### config.mk
export PLATFORM = sky130hd
export DESIGN_NAME = smbrp_top
export DESIGN_NICKNAME = d
export VERILOG_FILES = /design/src/smbrp_pkg.sv /design/src/smbrp_top.sv
export SDC_FILE = /design/constraint.sdc
export NUM_CORES = 1
export LEC_CHECK = 0
export ABC_AREA = 1
export BUFFER_PORTS_ARGS = -buffer_cell sky130_fd_sc_hd__buf_4
export CORE_ASPECT_RATIO = 0.7
export CORE_MARGIN = 5
export CORE_UTILIZATION = 40
export DETAILED_ROUTE_END_ITERATION = 16
export PLACE_DENSITY = 0.7
export SYNTH_ARGS = -nofsm -noshare
export SYNTH_HDL_FRONTEND = slang
export SYNTH_SLANG_ARGS = --single-unit
### constraint.sdc
create_clock -name i_ref_clk -period 1.72 [get_ports i_ref_clk]
set_input_delay 0.344 -clock i_ref_clk [delete_from_list [all_inputs] [get_ports i_ref_clk]]
set_output_delay 0.344 -clock i_ref_clk [all_outputs]
set_load 0.05 [all_outputs]
### src/smbrp_pkg.sv
// constants for the smbus slave register port
package smbrp_pkg;
  localparam logic [4:0] ADDR_HIGH_BITS   = 5'h0b;
  localparam logic [6:0] ADDR_DEFAULT     = 7'h2e;
  localparam logic [6:0] ADDR_SEL_LOW     = 7'h2c;
  localparam logic [6:0] ADDR_SEL_HIGH    = 7'h2d;
  localparam logic [6:0] ALERT_RESP_ADDR  = 7'h0c;
  localparam logic [7:0] REG_GEN_CFG_ONE  = 8'h40;
  localparam int         TIMEOUT_OFF_BIT  = 6;
  localparam logic [7:0] GEN_CFG_ONE_RST  = 8'h00;
  localparam int         TIMEOUT_MS       = 35;
  localparam int         CLK_HZ           = 20000000;
  localparam int         TIMEOUT_CYCLES   = (CLK_HZ / 1000) * TIMEOUT_MS;
  localparam int         BITS_PER_BYTE    = 8;
endpackage

### src/smbrp_top.sv
// smbus slave port giving a master access to an internal register file
`timescale 1ns/1ps
`default_nettype none

// Behaviour
// RL1: each byte is eight data bits plus one acknowledge bit.
// RL2: sda moves only while scl low; sda rising with scl high is stop. (a timeout here releases sda even while scl is high)
// RL3: master ends a write with a stop on the tenth pulse.
// RL4: master ends a read with not-acknowledge, then stop.
// RL5: direction bit fixes the transfer; reads and writes never mix.
// RL6: accept one or two written bytes; reads return one byte.
// RL7: first written byte loads the address pointer.
// RL8: second written byte goes into the register the pointer selects.
// RL9: pointer persists; reads use the retained pointer.
// RL10: slave address is 01011 plus two strap-chosen low bits.
// RL11: repeated start begins a fresh operation.
// RL12: send byte: address, ack, command code, ack, stop.
// RL13: write byte: address, command, data, each acknowledged, stop.
// RL14: repeated start after pointer set reads from the new pointer.
// RL15: receive byte: address read, ack, one byte out, nack, stop.
// RL16: while alerting, answer alert response address with own address.
// RL17: alert response arbitration; a losing device stops driving sda.
// RL18: alert is released only when the cause has gone.
// RL19: 35 ms without bus activity mid-transfer returns port to idle.
// RL20: general config one bit 6 set disables the timeout.
// RL21: enable strap high gives 0x2e; else select strap picks 0x2c/0x2d.
// RL22: address latched on first matching transfer at eighth scl rise.
// RL23: alert goes low when any unmasked status bit is set.
// RL24: non-matching address leaves sda released for the transfer.
module smbrp_top #(
  parameter int TIMEOUT_CYC = smbrp_pkg::TIMEOUT_CYCLES
) (
  input  wire logic       i_ref_clk,
  input  wire logic       i_rstn,
  input  wire logic       i_scl,
  input  wire logic       i_sda,
  output logic            o_sda,
  output logic            o_sda_oe,
  input  wire logic       i_strap_addr_en,
  input  wire logic       i_strap_addr_sel,
  input  wire logic       i_alert_cause,
  output logic            o_alert_n,
  output logic            o_reg_wr,
  output logic [7:0]      o_reg_addr,
  output logic [7:0]      o_reg_wdata,
  input  wire logic [7:0] i_reg_rdata,
  output logic            o_timeout_off
);

  typedef enum logic [2:0] {ST_IDLE, ST_ADDR, ST_WRITE, ST_READ, ST_IGNORE} smbrp_state_type;

  // ****************************************
  // input synchronisers and edge detection
  // ****************************************
  logic [1:0] scl_sync_ff;
  logic [1:0] sda_sync_ff;
  logic       scl_ff;
  logic       sda_ff;

  always_ff @(posedge i_ref_clk or negedge i_rstn) begin
    if (!i_rstn) begin
      scl_sync_ff <= 2'h3;
      sda_sync_ff <= 2'h3;
      scl_ff      <= 1'b1;
      sda_ff      <= 1'b1;
    end else begin
      scl_sync_ff <= {scl_sync_ff[0], i_scl};
      sda_sync_ff <= {sda_sync_ff[0], i_sda};
      scl_ff      <= scl_sync_ff[1];
      sda_ff      <= sda_sync_ff[1];
    end
  end

  wire scl_s    = scl_sync_ff[1];
  wire sda_s    = sda_sync_ff[1];
  wire scl_rise = scl_s & ~scl_ff;
  wire scl_fall = ~scl_s & scl_ff;
  wire start_ev = scl_s & scl_ff & sda_ff & ~sda_s;      // RL11
  wire stop_ev  = scl_s & scl_ff & ~sda_ff & sda_s;      // RL2

  // ****************************************
  // strap sampling and address selection
  // ****************************************
  logic       straps_taken_ff;
  logic [6:0] sel_addr_ff;
  logic       addr_locked_ff;
  logic [1:0] en_sync_ff;
  logic [1:0] sel_sync_ff;

  always_ff @(posedge i_ref_clk or negedge i_rstn) begin
    if (!i_rstn) begin
      en_sync_ff  <= 2'h0;
      sel_sync_ff <= 2'h0;
    end else begin
      en_sync_ff  <= {en_sync_ff[0], i_strap_addr_en};
      sel_sync_ff <= {sel_sync_ff[0], i_strap_addr_sel};
    end
  end

  // ****************************************
  // protocol state
  // ****************************************
  smbrp_state_type state_ff;
  logic [3:0]      bit_cnt_ff;
  logic [7:0]      shift_ff;
  logic [1:0]      byte_cnt_ff;
  logic            ack_slot_ff;
  logic            is_ara_ff;
  logic [7:0]      tx_ff;
  logic [7:0]      ptr_ff;
  logic [7:0]      cfg_ff;
  logic [$clog2(TIMEOUT_CYC + 1)-1:0] idle_cnt_ff;
  logic            nack_ff;
  logic            lost_ff;

  wire [7:0] rx_byte  = {shift_ff[6:0], sda_s};
  wire       own_hit  = (rx_byte[7:1] == sel_addr_ff);   // RL10
  wire       timeout  = ~cfg_ff[smbrp_pkg::TIMEOUT_OFF_BIT] && (state_ff != ST_IDLE) &&
                        (idle_cnt_ff >= ($bits(idle_cnt_ff))'(TIMEOUT_CYC - 1)); // RL19 RL20

  // straps follow the pins until the first matching address is latched
  always_ff @(posedge i_ref_clk or negedge i_rstn) begin
    if (!i_rstn) begin
      straps_taken_ff <= 1'b0;
      sel_addr_ff     <= smbrp_pkg::ADDR_DEFAULT;
      addr_locked_ff  <= 1'b0;
    end else begin
      straps_taken_ff <= 1'b1;
      if (!addr_locked_ff) begin
        if (en_sync_ff[1])                                        // RL21
          sel_addr_ff <= smbrp_pkg::ADDR_DEFAULT;
        else
          sel_addr_ff <= {smbrp_pkg::ADDR_HIGH_BITS, 1'b0, sel_sync_ff[1]};
      end
      // the address byte's eighth rise: seven address bits already shifted in
      if (state_ff == ST_ADDR && scl_rise && bit_cnt_ff == 4'h7 && !ack_slot_ff &&
          straps_taken_ff && own_hit)
        addr_locked_ff <= 1'b1;                                   // RL22
    end
  end

  // bus-idle counter: any scl or sda change counts as activity
  always_ff @(posedge i_ref_clk or negedge i_rstn) begin
    if (!i_rstn)
      idle_cnt_ff <= '0;
    else if (state_ff == ST_IDLE || scl_s != scl_ff || sda_s != sda_ff)
      idle_cnt_ff <= '0;
    else if (!timeout)
      idle_cnt_ff <= idle_cnt_ff + 1'b1;                          // RL19
  end

  always_ff @(posedge i_ref_clk or negedge i_rstn) begin
    if (!i_rstn) begin
      state_ff    <= ST_IDLE;
      bit_cnt_ff  <= 4'h0;
      shift_ff    <= 8'h00;
      byte_cnt_ff <= 2'h0;
      ack_slot_ff <= 1'b0;
      is_ara_ff   <= 1'b0;
      nack_ff     <= 1'b0;
    end else if (stop_ev || timeout) begin
      state_ff    <= ST_IDLE;                                     // RL19 RL3 RL4
      ack_slot_ff <= 1'b0;
    end else if (start_ev) begin
      state_ff    <= ST_ADDR;                                     // RL11 RL14
      bit_cnt_ff  <= 4'h0;
      byte_cnt_ff <= 2'h0;
      ack_slot_ff <= 1'b0;
      is_ara_ff   <= 1'b0;
    end else if (scl_rise) begin
      if (ack_slot_ff) begin
        nack_ff <= sda_s;                                         // RL4 RL15
      end else if (bit_cnt_ff < 4'(smbrp_pkg::BITS_PER_BYTE)) begin
        shift_ff   <= rx_byte;
        bit_cnt_ff <= bit_cnt_ff + 4'h1;                          // RL1
      end
    end else if (scl_fall) begin
      if (ack_slot_ff) begin
        ack_slot_ff <= 1'b0;
        bit_cnt_ff  <= 4'h0;
        if (state_ff == ST_READ && nack_ff)
          state_ff <= ST_IGNORE;                                  // RL15 RL6
      end else if (bit_cnt_ff == 4'(smbrp_pkg::BITS_PER_BYTE)) begin
        case (state_ff)
          ST_ADDR: begin
            is_ara_ff <= (shift_ff[7:1] == smbrp_pkg::ALERT_RESP_ADDR) & shift_ff[0] & ~o_alert_n;
            // a nack left over from the last read must not suppress this address ack
            nack_ff   <= 1'b0;
            if (shift_ff[7:1] == sel_addr_ff) begin
              state_ff    <= shift_ff[0] ? ST_READ : ST_WRITE;   // RL5
              ack_slot_ff <= 1'b1;
            end else if ((shift_ff[7:1] == smbrp_pkg::ALERT_RESP_ADDR) & shift_ff[0] & ~o_alert_n) begin
              state_ff    <= ST_READ;                             // RL16
              ack_slot_ff <= 1'b1;
            end else begin
              state_ff <= ST_IGNORE;                              // RL24
            end
          end
          ST_WRITE: begin
            if (byte_cnt_ff < 2'h2) begin
              byte_cnt_ff <= byte_cnt_ff + 2'h1;
              ack_slot_ff <= 1'b1;                                // RL12 RL13
            end else begin
              state_ff <= ST_IGNORE;                              // RL6
            end
          end
          ST_READ: begin
            ack_slot_ff <= 1'b1;
            nack_ff     <= 1'b1;
          end
          default: state_ff <= ST_IGNORE;
        endcase
      end
    end
  end

  // pointer and register writes happen at the falling edge that opens the ack slot
  wire wr_byte = scl_fall && !ack_slot_ff && !stop_ev && !timeout && !start_ev &&
                 bit_cnt_ff == 4'(smbrp_pkg::BITS_PER_BYTE) && state_ff == ST_WRITE;

  always_ff @(posedge i_ref_clk or negedge i_rstn) begin
    if (!i_rstn) begin
      ptr_ff      <= 8'h00;
      cfg_ff      <= smbrp_pkg::GEN_CFG_ONE_RST;
      o_reg_wr    <= 1'b0;
      o_reg_wdata <= 8'h00;
    end else begin
      o_reg_wr <= 1'b0;
      if (wr_byte && byte_cnt_ff == 2'h0)
        ptr_ff <= shift_ff;                                       // RL7 RL9
      if (wr_byte && byte_cnt_ff == 2'h1) begin
        o_reg_wr    <= 1'b1;                                      // RL8
        o_reg_wdata <= shift_ff;
        if (ptr_ff == smbrp_pkg::REG_GEN_CFG_ONE)
          cfg_ff <= shift_ff;                                     // RL20
      end
    end
  end

  always_ff @(posedge i_ref_clk or negedge i_rstn) begin
    if (!i_rstn) begin
      o_reg_addr    <= 8'h00;
      o_timeout_off <= 1'b0;
    end else begin
      o_reg_addr    <= ptr_ff;                                    // RL9 RL14
      o_timeout_off <= cfg_ff[smbrp_pkg::TIMEOUT_OFF_BIT];
    end
  end

  // ****************************************
  // sda driver
  // ****************************************
  // read data is captured as the address ack slot closes
  wire read_load = scl_fall && ack_slot_ff && state_ff == ST_READ && bit_cnt_ff == 4'(smbrp_pkg::BITS_PER_BYTE)
                   && byte_cnt_ff == 2'h0 && !nack_ff;

  always_ff @(posedge i_ref_clk or negedge i_rstn) begin
    if (!i_rstn) begin
      tx_ff <= 8'h00;
    end else if (read_load) begin
      tx_ff <= is_ara_ff ? {sel_addr_ff, 1'b0} : (ptr_ff == smbrp_pkg::REG_GEN_CFG_ONE ? cfg_ff : i_reg_rdata); // RL16
    end else if (scl_fall && state_ff == ST_READ && !ack_slot_ff && bit_cnt_ff != 4'h0) begin
      tx_ff <= {tx_ff[6:0], 1'b1};
    end
  end

  // arbitration: a released one read back as zero means another device won
  always_ff @(posedge i_ref_clk or negedge i_rstn) begin
    if (!i_rstn)
      lost_ff <= 1'b0;
    else if (start_ev || state_ff == ST_IDLE)
      lost_ff <= 1'b0;
    else if (scl_rise && state_ff == ST_READ && !ack_slot_ff && o_sda_oe == 1'b0 && !sda_s && is_ara_ff)
      lost_ff <= 1'b1;                                            // RL17
  end

  logic drive_low;
  always_comb begin
    drive_low = 1'b0;
    if (ack_slot_ff && !(state_ff == ST_READ && bit_cnt_ff == 4'(smbrp_pkg::BITS_PER_BYTE) && nack_ff))
      drive_low = 1'b1;                                           // RL1
    if (state_ff == ST_READ && !ack_slot_ff && !lost_ff && bit_cnt_ff < 4'(smbrp_pkg::BITS_PER_BYTE) &&
        !tx_ff[7] && byte_cnt_ff == 2'h0)
      drive_low = 1'b1;
    if (stop_ev || start_ev || timeout || state_ff == ST_IDLE || state_ff == ST_IGNORE)
      drive_low = 1'b0;                                           // RL19 RL24
  end

  // sda only changes while scl is held low; a timeout may release it at any time
  always_ff @(posedge i_ref_clk or negedge i_rstn) begin
    if (!i_rstn) begin
      o_sda_oe <= 1'b0;
      o_sda    <= 1'b0;
    end else begin
      o_sda <= 1'b0;
      if (!scl_s || timeout)
        o_sda_oe <= drive_low;                                    // RL2
    end
  end

  // ****************************************
  // alert output
  // ****************************************
  logic [1:0] cause_sync_ff;
  always_ff @(posedge i_ref_clk or negedge i_rstn) begin
    if (!i_rstn) begin
      cause_sync_ff <= 2'h0;
      o_alert_n     <= 1'b1;
    end else begin
      cause_sync_ff <= {cause_sync_ff[0], i_alert_cause};
      o_alert_n     <= ~cause_sync_ff[1];                         // RL23 RL18
    end
  end

  // ****************************************
  // checks
  // ****************************************
  a_stop_to_idle: assert property (@(posedge i_ref_clk) disable iff (!i_rstn)
    stop_ev |=> state_ff == ST_IDLE) else $error("stop did not idle the port"); // RL2

  a_ptr_first_byte: assert property (@(posedge i_ref_clk) disable iff (!i_rstn)
    wr_byte && byte_cnt_ff == 2'h0 |=> ptr_ff == $past(shift_ff)) else $error("pointer not loaded"); // RL7

  a_second_byte_wr: assert property (@(posedge i_ref_clk) disable iff (!i_rstn)
    wr_byte && byte_cnt_ff == 2'h1 |=> o_reg_wr && o_reg_wdata == $past(shift_ff)) else $error("data write missed"); // RL8

  a_ignore_released: assert property (@(posedge i_ref_clk) disable iff (!i_rstn)
    state_ff == ST_IGNORE ##1 state_ff == ST_IGNORE |-> !o_sda_oe) else $error("sda driven while ignoring"); // RL24

  a_timeout_idle: assert property (@(posedge i_ref_clk) disable iff (!i_rstn)
    timeout |=> state_ff == ST_IDLE ##1 !o_sda_oe) else $error("timeout did not release"); // RL19

  a_cfg_disables: assert property (@(posedge i_ref_clk) disable iff (!i_rstn)
    cfg_ff[smbrp_pkg::TIMEOUT_OFF_BIT] |-> !timeout) else $error("timeout fired while disabled"); // RL20

  a_addr_fixed_high: assert property (@(posedge i_ref_clk) disable iff (!i_rstn)
    sel_addr_ff[6:2] == smbrp_pkg::ADDR_HIGH_BITS) else $error("address high bits wrong"); // RL10

  a_addr_locked: assert property (@(posedge i_ref_clk) disable iff (!i_rstn)
    addr_locked_ff && $past(addr_locked_ff) |-> $stable(sel_addr_ff)) else $error("locked address moved"); // RL22

  a_start_fresh: assert property (@(posedge i_ref_clk) disable iff (!i_rstn)
    start_ev && !stop_ev && !timeout |=> state_ff == ST_ADDR && byte_cnt_ff == 2'h0) else $error("repeated start"); // RL11

  a_sda_scl_low: assert property (@(posedge i_ref_clk) disable iff (!i_rstn)
    $rose(o_sda_oe) |-> $past(!scl_s)) else $error("sda driven while scl high"); // RL2

endmodule

`default_nettype wire

==> results of run 1 <==
cells in the final DEF, fill, tap and decap left out, types with 13 or more instances in the layout:
| cell | n |
|---|---|
| nand2_1 | 138 |
| buf_4 | 113 |
| dfrtp_1 | 92 |
| inv_1 | 59 |
| nor2_1 | 37 |
| nand3_1 | 29 |
| o21ai_1 | 27 |
| nand2_2 | 22 |
| o21ai_0 | 22 |
| nand4_1 | 16 |
| a21oi_1 | 16 |
| o21ai_2 | 14 |
| inv_2 | 13 |
worst min path at each step:
stage	start	to	slack, ns	cells after the start
after detailed placement	i_rstn	sda_sync_ff[1]$_DFF_PN1_	0.33	1
after global routing	i_strap_addr_en	en_sync_ff[0]$_DFF_PN0_	0.08	1
after global placement	i_rstn	scl_sync_ff[0]$_DFF_PN1_	0.33	1
after floorplan	i_rstn	ack_slot_ff$_DFFE_PN0P_	0.05	0
after CTS	i_strap_addr_en	en_sync_ff[0]$_DFF_PN0_	0.09	1
final	i_strap_addr_en	en_sync_ff[0]$_DFF_PN0_	0.10	1
area by class of cell:
class	count	area share [%]
clock buffers	10	3.199
multi-input cells	431	37.74
repair inverters	2	0.2272
repair buffers	131	15.26
inverters	77	4.300
flip-flops and latches	101	35.47
clock inverters	6	0.9788
well taps	162	2.832
cells by family after synthesis:
kind of cell               Yosys count  share of synthesized area (%)
xor gates and xnor gates             8                          1.379
other                                2                         0.1478
buffers and inverters               88                          7.264
AOI/OAI and AO/OA                  106                          11.67
and+or+nand+nor                    303                          27.63
DFF                                101                          49.94
adders and majority gates            8                          1.970
power breakdown:
part           internal (mW)  switching (mW)  leakage, nW
Clock                   1.14           0.927        0.141
Sequential              2.54           0.236         1.31
Combinational          0.506           0.751         1.85
per-layer routing:
| layer | vias to the layer above | track usage (%) | routed length [um] |
|---|---|---|---|
| met5 | - | 0 | 0 |
| met4 | 0 | 3.728 | 114 |
| met3 | 10 | 4.688 | 916 |
| met2 | 141 | 26.77 | 6553 |
| met1 | 2308 | 27.82 | 6810 |
| li1 | 2302 | - | - |
sequential cells by signal, summed over array words and instances, names as in the netlist, 2 cells and up:
name           count
bit_cnt_ff         4
byte_cnt_ff        2
cause_sync_ff      2
cfg_ff             8
en_sync_ff         2
idle_cnt_ff       20
o_reg_addr         8
o_reg_wdata        8
ptr_ff             8
scl_sync_ff        2
sda_sync_ff        2
sel_addr_ff        2
sel_sync_ff        2
shift_ff           8
state_ff           3
tx_ff              8
per-stage QoR:
stage | worst slack, ns | area [um^2] | std cells
after global routing | -0.2336 | 7158 | 920
after floorplan | -0.06095 | 5131 | 616
after global placement | -0.07255 | 6110 | 879
final | -0.1496 | 7158 | 920
after CTS | -0.07609 | 6718 | 910
after detailed placement | -0.1446 | 6110 | 879
repair_timing:
action / 4_1_cts / 5_1_grt
pin swaps: 21 / 45
hold buffers: 1 / 0
gates resized for setup: 53 / 101
endpoints found under the hold margin: 3 / 0
setup endpoints to repair: 66 / 74
buffers inserted: 10 / 8
gates cloned: 4 / 2
==> results.cfg, run 1 <==
[setup_path]
crit_family = simple AND/OR/NAND/NOR gates
criticalPathCategory = flop to flop
path_depth = 14
crit_arrival_ns = 2.13
critical_path_buf_inv_count = 3
crit_required_ns = 1.98
crit_chain = ha_4 > nand2_4 > nor2_4 > nand3_2 > nand2_2 > nand2_2 > nand2_4 > nand2_8 > buf_8 > nor2_4 > buf_12 > buf_6 > nand2_2 > o31ai_2
worst_path_largest_cell_delay_ns = 0.40
end_kind = flop
critPathMaxFanout = 7
worstSetupStartpoint = idle_cnt_ff[0]$_DFFE_PN0P_
r2r.worst_path.cells = 14
reg2reg_slack_ns = -0.15
cp-start-kind = flop
r2r_start = idle_cnt_ff[0]$_DFFE_PN0P_
path_common_cell = nand2_2
cp_slowest_cell = dfrtp_1
r2r_end = idle_cnt_ff[12]$_DFFE_PN0P_
endpoint = idle_cnt_ff[12]$_DFFE_PN0P_

[cts]
cts_tree = done
clock_latency_ns = 0.35
cts_inserted_buffers = 9
cts_sinks = 101
clock_path_buffers = 2
cts_root_buf = clkbuf_16
htree_levels = 3
clkSlewWorstSetupHoldPaths_ns = 0.07

[finish]
drive_gt1_share_pct = 36.54
seq_area_um2 = 2539
fillCellCount = 1063
nNetsFinal = 776
final_core_util_pct = 57.62
antenna_cells = 0
area_delta_synth_final_pct = 40.88
multi_input_area_um2 = 2701

[synthesis]
yosysMostFrequentCell = nand2_1
synth.top_cells.by_area = dfrtp_1 (46%), nand2_1 (12%), inv_1 (5.2%)
syn_inst = 616
syn_avg_cell_area_um2 = 8.249
ys_seq_area_share_pct = 49.94
synth_cell_types = 42
synth_top_area_share_pct = 45.80
synth_async_sr_flop_share_pct = 100.0
syn_nets = 639
ys_seq_elements = 101
synthTopCellsByCount = nand2_1 (165), dfrtp_1 (93), inv_1 (70)
ys.flop_type = dfrtp_1
yosysTopAreaCell = dfrtp_1
synth_edf_count = 0
synth_area_um2 = 5081
yosysWarnings = 0

[route]
wl_um = 14400
wire_per_inst_um = 15.65
routed-via-count = 4761
via_per_inst = 5.175
drc = 0
first_iter_violations = 533
first_pass_iters = 5
ant_nets = 0

[floorplan]
die_w_um = 144.7
fp.dieH_um = 104.3
initial_core_util_pct = 40.90
dieArea_um2 = 15090
fp.coreArea_um2 = 12420
core.rowCount = 34
pin_count = 36

[power_and_ir_drop]
p_per_area_nw_per_um2 = 851.9
p_leak_nw = 3.296
peakVddDrop_v = 0.0006135
power_mw = 6.098

[sta]
fin_crit_sh_pct = 108.7
finalWorstSetupSlack_ns = -0.1496
holdWs_ns = 0.1003
slew_headroom_pct = 63.51
rsz0062_at_grt = true
fmax_mhz = 534.9
clock_skew_ns = 0.007211
tightest_slew_ns = 0.5474
maxSlewViolCount = 0
setup_viol = 51
hold_viol_final = 0
period_needed_ns = 1.870
tns_ns = -3.674

[hold_path]
hp-class = primary input to flop

[placement]
place_congestion = 0.9245
hpwl_um = 9730
io_buffer_count = 34

[grt]
grt_max_degree = 99
overflow = 0
grt_util_all_layers_pct = 18.45
antenna_found_initial = 0
grt_pass1_vias = 4486
grt_pass1_wl_um = 22270

[outcome]
outcome = finished, violations left
violations = setup timing

[job]
drv_cap = 0
(Power assumes the default switching activity.)
==> run 2: changes to the inputs <==
- CORE_MARGIN: 5 -> 2
- CTS_BUF_LIST: default -> sky130_fd_sc_hd__clkbuf_8 sky130_fd_sc_hd__clkbuf_16
- PLACE_DENSITY: 0.7 -> default
==> run 2 against run 1 <==
Net effect: register-to-register slack about the same; worst hold slack got worse by 0.037 ns; via count increased by 2.2%; die area decreased by 9.7%; fmax increased by 0.11%; final cell count increased by 1.4%; sequential share of layout area decreased by 1.5 points; the flow still finishes with violations (setup timing); worst setup slack improved by 0.0021 ns; cell area increased by 4.3%; combinational power about the same; critical path type unchanged.
==> results.cfg, run 2 (synthesis gave the netlist of run 1 again) <==
[outcome]
outcome = finished, violations left
violations = setup timing

[finish]
fillCellCount = 1066
drive_gt1_share_pct = 40.99
largest_reg_flops = 20
layout_common_cells = nand2_1 (132), buf_4 (121), dfrtp_1 (93)
mostFrequentLayoutCell = nand2_1
regMostFlops = idle_cnt_ff
nNetsFinal = 789
final_core_util_pct = 60.12
multi_input_area_um2 = 2849
seq_area_um2 = 2537
antenna_cells = 0
area_delta_synth_final_pct = 46.98

[route]
drc = 0
ant_nets = 0
wire_per_inst_um = 15.92
wl_um = 14860
routed-via-count = 4864
via_per_inst = 5.213
first_iter_violations = 421
first_pass_iters = 5

[placement]
io_buffer_count = 34
place_congestion = 0.9483
dpl_worst_slack_ns = -0.1637
hpwl_um = 9948

[setup_path]
worst_path_largest_cell_delay_ns = 0.40
cp-start-kind = flop
r2r.worst_path.cells = 14
criticalPathCategory = flop to flop
reg2reg_slack_ns = -0.15
r2r_end = idle_cnt_ff[16]$_DFFE_PN0P_
crit_chain = ha_4 > nand2_4 > nor2_4 > nand3_2 > nand2_2 > nand2_4 > nand2_4 > nand2_8 > buf_6 > nor2_4 > buf_12 > buf_8 > nand2_4 > o31ai_4
crit_required_ns = 1.98
crit_arrival_ns = 2.13
cp_slowest_cell = dfrtp_1
path_common_cell = nand2_4
end_kind = flop
r2r_start = idle_cnt_ff[1]$_DFFE_PN0P_
critPathMaxFanout = 4

[cts]
cts_tree = done
cts_inserted_buffers = 9
clkSlewWorstSetupHoldPaths_ns = 0.07
cts_root_buf = clkbuf_16
clock_path_buffers = 2
clock_latency_ns = 0.35
cts_sinks = 101
htree_levels = 3
postCtsHoldBufs = 0

[sta]
setup_viol = 60
period_needed_ns = 1.868
clock_skew_ns = 0.009113
maxSlewViolCount = 0
hold_viol_final = 0
tns_ns = -4.460
fmax_mhz = 535.5
tightest_slew_ns = 0.5426
slew_headroom_pct = 63.83
finalWorstSetupSlack_ns = -0.1475
fin_crit_sh_pct = 108.6
rsz0062_at_grt = true

[floorplan]
fp.coreArea_um2 = 12420
pin_count = 36
dieArea_um2 = 13630
initial_core_util_pct = 40.90
core.rowCount = 34
die_w_um = 138.7
fp.dieH_um = 98.30

[hold_path]
hp-class = primary input to asynchronous set/reset pin

[grt]
grt_max_degree = 102
overflow = 0
grt_pass1_wl_um = 23360
grt_util_all_layers_pct = 21.66
grt_pass1_vias = 4595
antenna_found_initial = 0

[power_and_ir_drop]
peakVddDrop_v = 0.0006241
power_mw = 6.087
p_leak_nw = 3.450
p_per_area_nw_per_um2 = 815.0

[job]
drv_cap = 0
run 2: worst max path at each step:
stage	startpoint	end	slack [ns]
2_1_floorplan	idle_cnt_ff[0]$_DFFE_PN0P_	idle_cnt_ff[10]$_DFFE_PN0P_	-0.06
3_3_place_gp	scl_ff$_DFF_PN1_	o_reg_wdata[6]$_DFFE_PN0P_	-0.1
3_5_place_dp	bit_cnt_ff[0]$_DFFE_PN0P_	tx_ff[3]$_DFFE_PN0P_	-0.16
4_1_cts	idle_cnt_ff[0]$_DFFE_PN0P_	idle_cnt_ff[13]$_DFFE_PN0P_	-0.09
5_1_grt	idle_cnt_ff[8]$_DFFE_PN0P_	idle_cnt_ff[16]$_DFFE_PN0P_	-0.23
6_report	idle_cnt_ff[1]$_DFFE_PN0P_	idle_cnt_ff[16]$_DFFE_PN0P_	-0.15
run 2: stage by stage:
step / hold WS (ns) / cells / area (um^2)
after floorplan: 0.04841 / 616 / 5131
after global placement: 0.3325 / 882 / 6157
after detailed placement: 0.3372 / 882 / 6157
after CTS: 0.08265 / 917 / 6857
after global routing: 0.08559 / 933 / 7468
final: 0.06301 / 933 / 7468
run 2: worst max-delay path, delay by kind of cell, from the launching register on:
family	cells	cell delay, ns
compound gates	1	0.05
fa+ha+maj	1	0.17
simple gates	9	0.75
flops	1	0.40
buf+inv	3	0.40
run 2: repair_timing:
action	CTS	global route
pin swaps	23	29
gates cloned	4	1
buffers inserted	15	15
resized for setup	68	132
endpoints found under the setup margin	72	75
run 2: per-layer routing:
metal  part of all wire [%]  GRT usage [%]
met4                    1.2          5.828
met5                      0              0
met3                    6.6          4.610
met2                     42          30.31
met1                     50          33.81
run 2: cell type report:
class	count	area share, %
well taps	162	2.714
inverters	77	4.272
clock buffers	9	3.016
repair buffers	145	16.82
repair inverters	2	0.1675
clock inverters	7	0.8879
flip-flops and latches	101	33.98
multi-input cells	430	38.15
run 2: power breakdown:
| group | internal [mW] | leakage [nW] | switching [mW] |
|---|---|---|---|
| sequential | 2.54 | 1.31 | 0.227 |
| combinational | 0.525 | 1.99 | 0.755 |
| clock | 1.13 | 0.151 | 0.917 |
| total | 4.19 | 3.45 | 1.90 |
==> run 3: changes to the inputs <==
- CORE_UTILIZATION: 40 -> 45
==> run 3 against run 2 <==
Net effect: the run still ends with setup timing left; register-to-register slack better by 0.07 ns; non-clock buffer count shrank 5; die area decreased by 11%; critical path type unchanged; routed wire length rose by 0.55%; via count down 0.68%; first-iteration DRC count rose by 4.3%; largest power group unchanged; clock-buffer cell count rose by 1; critical path depth is 4 lower; sequential share of layout area rose by 1.1 points; clock skew about the same; highest routed layer unchanged.
==> results.cfg, run 3 (synthesis gave the netlist of run 1 again) <==
[outcome]
outcome = finished, violations left
violations = setup timing

[cts]
cts_inserted_buffers = 9
clock_path_buffers = 2
cts_sinks = 101
htree_levels = 3
clkSlewWorstSetupHoldPaths_ns = 0.07
cts_root_buf = clkbuf_16
clock_latency_ns = 0.35
cts_tree = done

[route]
wl_met1_um = 7225
ant_nets = 0
first_iter_violations = 439
routed.top_layer = met4
dr_wl_met2_um = 6542
routed-via-count = 4831
wl_um = 14940
wl_met3_um = 972
drc = 0
first_pass_iters = 4
via_per_inst = 5.257
wire_per_inst_um = 16.26

[grt]
overflow = 0
grt_pass1_vias = 4592
grt_util_all_layers_pct = 24.23
grt_max_degree = 32
antenna_found_initial = 0
grt_pass1_wl_um = 22630

[finish]
mostFrequentLayoutCell = nand2_1
fillCellCount = 923
regMostFlops = idle_cnt_ff
area_delta_synth_final_pct = 42.48
nNetsFinal = 784
final_core_util_pct = 65.75
largest_reg_flops = 20
drive_gt1_share_pct = 37.73
antenna_cells = 0
layout_common_cells = nand2_1 (136), buf_4 (125), dfrtp_1 (92)
instances_no_fill = 919

[floorplan]
fp.coreArea_um2 = 11010
dieArea_um2 = 12170
fp.dieH_um = 92.91
core.rowCount = 32
initial_core_util_pct = 46.15
die_w_um = 131.0
pin_count = 36

[power_and_ir_drop]
pwr-share-clk_pct = 32.0
switching_share_pct = 32.10
p_seq_share_pct = 45.4
p_int_mw = 4.127
peakVddDrop_v = 0.0007067
switching_power_mw = 1.951
p_per_area_nw_per_um2 = 839.6
p_leak_nw = 3.374
p_comb_share_pct = 22.6

[setup_path]
crit_arrival_ns = 2.04
crit_family = simple AND/OR/NAND/NOR gates
worst_path_largest_cell_delay_ns = 0.40
critPathMaxFanout = 8
crit_required_ns = 1.96
criticalPathCategory = flop to flop
cp-start-kind = flop
crit_chain = nand2_1 > nor3_4 > nor2b_4 > nand2_4 > nand2_8 > nand2_8 > nand2_4 > nor2_4 > clkbuf_16 > o21a_1
critical_path_buf_inv_count = 1
end_kind = flop
cp_slowest_cell = dfrtp_1

[sta]
clock_skew_ns = 0.009607
rsz0062_at_grt = true
fin_crit_sh_pct = 104.6
setup_viol = 43
finalWorstSetupSlack_ns = -0.07976
maxSlewViolCount = 0
fmax_mhz = 555.6
period_needed_ns = 1.800
hold_viol_final = 0

[placement]
io_buffer_count = 34
place_congestion = 0.9932
hpwl_um = 10100
dp.cells = 876

[job]
drv_cap = 0

[hold_path]
hp-class = primary input to flop
-- run 3: area by class of cell --
cell class              count  area, um^2  share of cell area [%]
well taps                 153       191.4                   2.644
flip-flops and latches    101        2539                   35.07
inverters                  77       299.0                   4.131
repair buffers            140        1164                   16.07
clock inverters             6       46.29                  0.6395
multi-input cells         432        2761                   38.14
clock buffers              10       239.0                   3.301
-- run 3: worst paths after layout --
path	to	slack [ns]	from	depth (start not counted)
setup / recovery	shift_ff[4]$_DFFE_PN0P_	-0.08	idle_cnt_ff[17]$_DFFE_PN0P_	10
hold / removal	cause_sync_ff[0]$_DFF_PN0_	0.10	i_alert_cause	1
setup reg to reg	shift_ff[4]$_DFFE_PN0P_	-0.08	idle_cnt_ff[17]$_DFFE_PN0P_	10
hold reg to reg	cause_sync_ff[1]$_DFF_PN0_	0.35	cause_sync_ff[0]$_DFF_PN0_	0
max in group asynchronous	cfg_ff[4]$_DFFE_PN0P_	0.60	i_rstn	3
min in group asynchronous	idle_cnt_ff[12]$_DFFE_PN0P_	0.50	i_rstn	2
-- run 3: timing repair --
item                                   in CTS  in global routing
pin swaps                                  14                 30
endpoints found under the hold margin      23                  0
resized for setup                          37                107
setup endpoints to repair                  59                 74
setup buffers                               6                 14
hold buffers                                1                  0
cloned                                      4                  2
-- run 3: power groups by stage --
stage                     logic (mW)  registers (mW)  clock network [mW]
final                           1.37            2.76                1.95
after global routing            1.49            2.78                2.05
after CTS                       1.15            2.71                1.97
after detailed placement        1.03            2.75                   0
after global placement          1.01            2.75                   0
after floorplan                0.502            2.73                   0
-- run 3: worst register-to-register path: cells and delay by family (launching register included) --
family                 cells  cell delay (ns)
AOI/OAI and AO/OA          1             0.16
buffers and inverters      1             0.16
and+or+nand+nor            8             0.96
DFF                        1             0.40
-- run 3: layer usage --
layer	up-vias	track usage, %
met5	-	0
met4	0	5.851
met3	20	5.546
met2	146	34.28
met1	2339	37.34
li1	2326	-
-- run 3: stage by stage --
step | power (mW) | setup WS [ns] | instance area [um^2] | hold WS, ns | setup TNS (ns)
after detailed placement | 3.780 | -0.1546 | 6181 | 0.3323 | -4.296
after global placement | 3.756 | -0.06933 | 6181 | 0.3260 | -1.641
after CTS | 5.836 | -0.07915 | 6686 | 0.09675 | -1.542
after floorplan | 3.235 | -0.06095 | 5131 | 0.04841 | -1.173
after global routing | 6.318 | -0.1578 | 7239 | 0.09420 | -6.048
final | 6.078 | -0.07976 | 7239 | 0.1019 | -0.9750
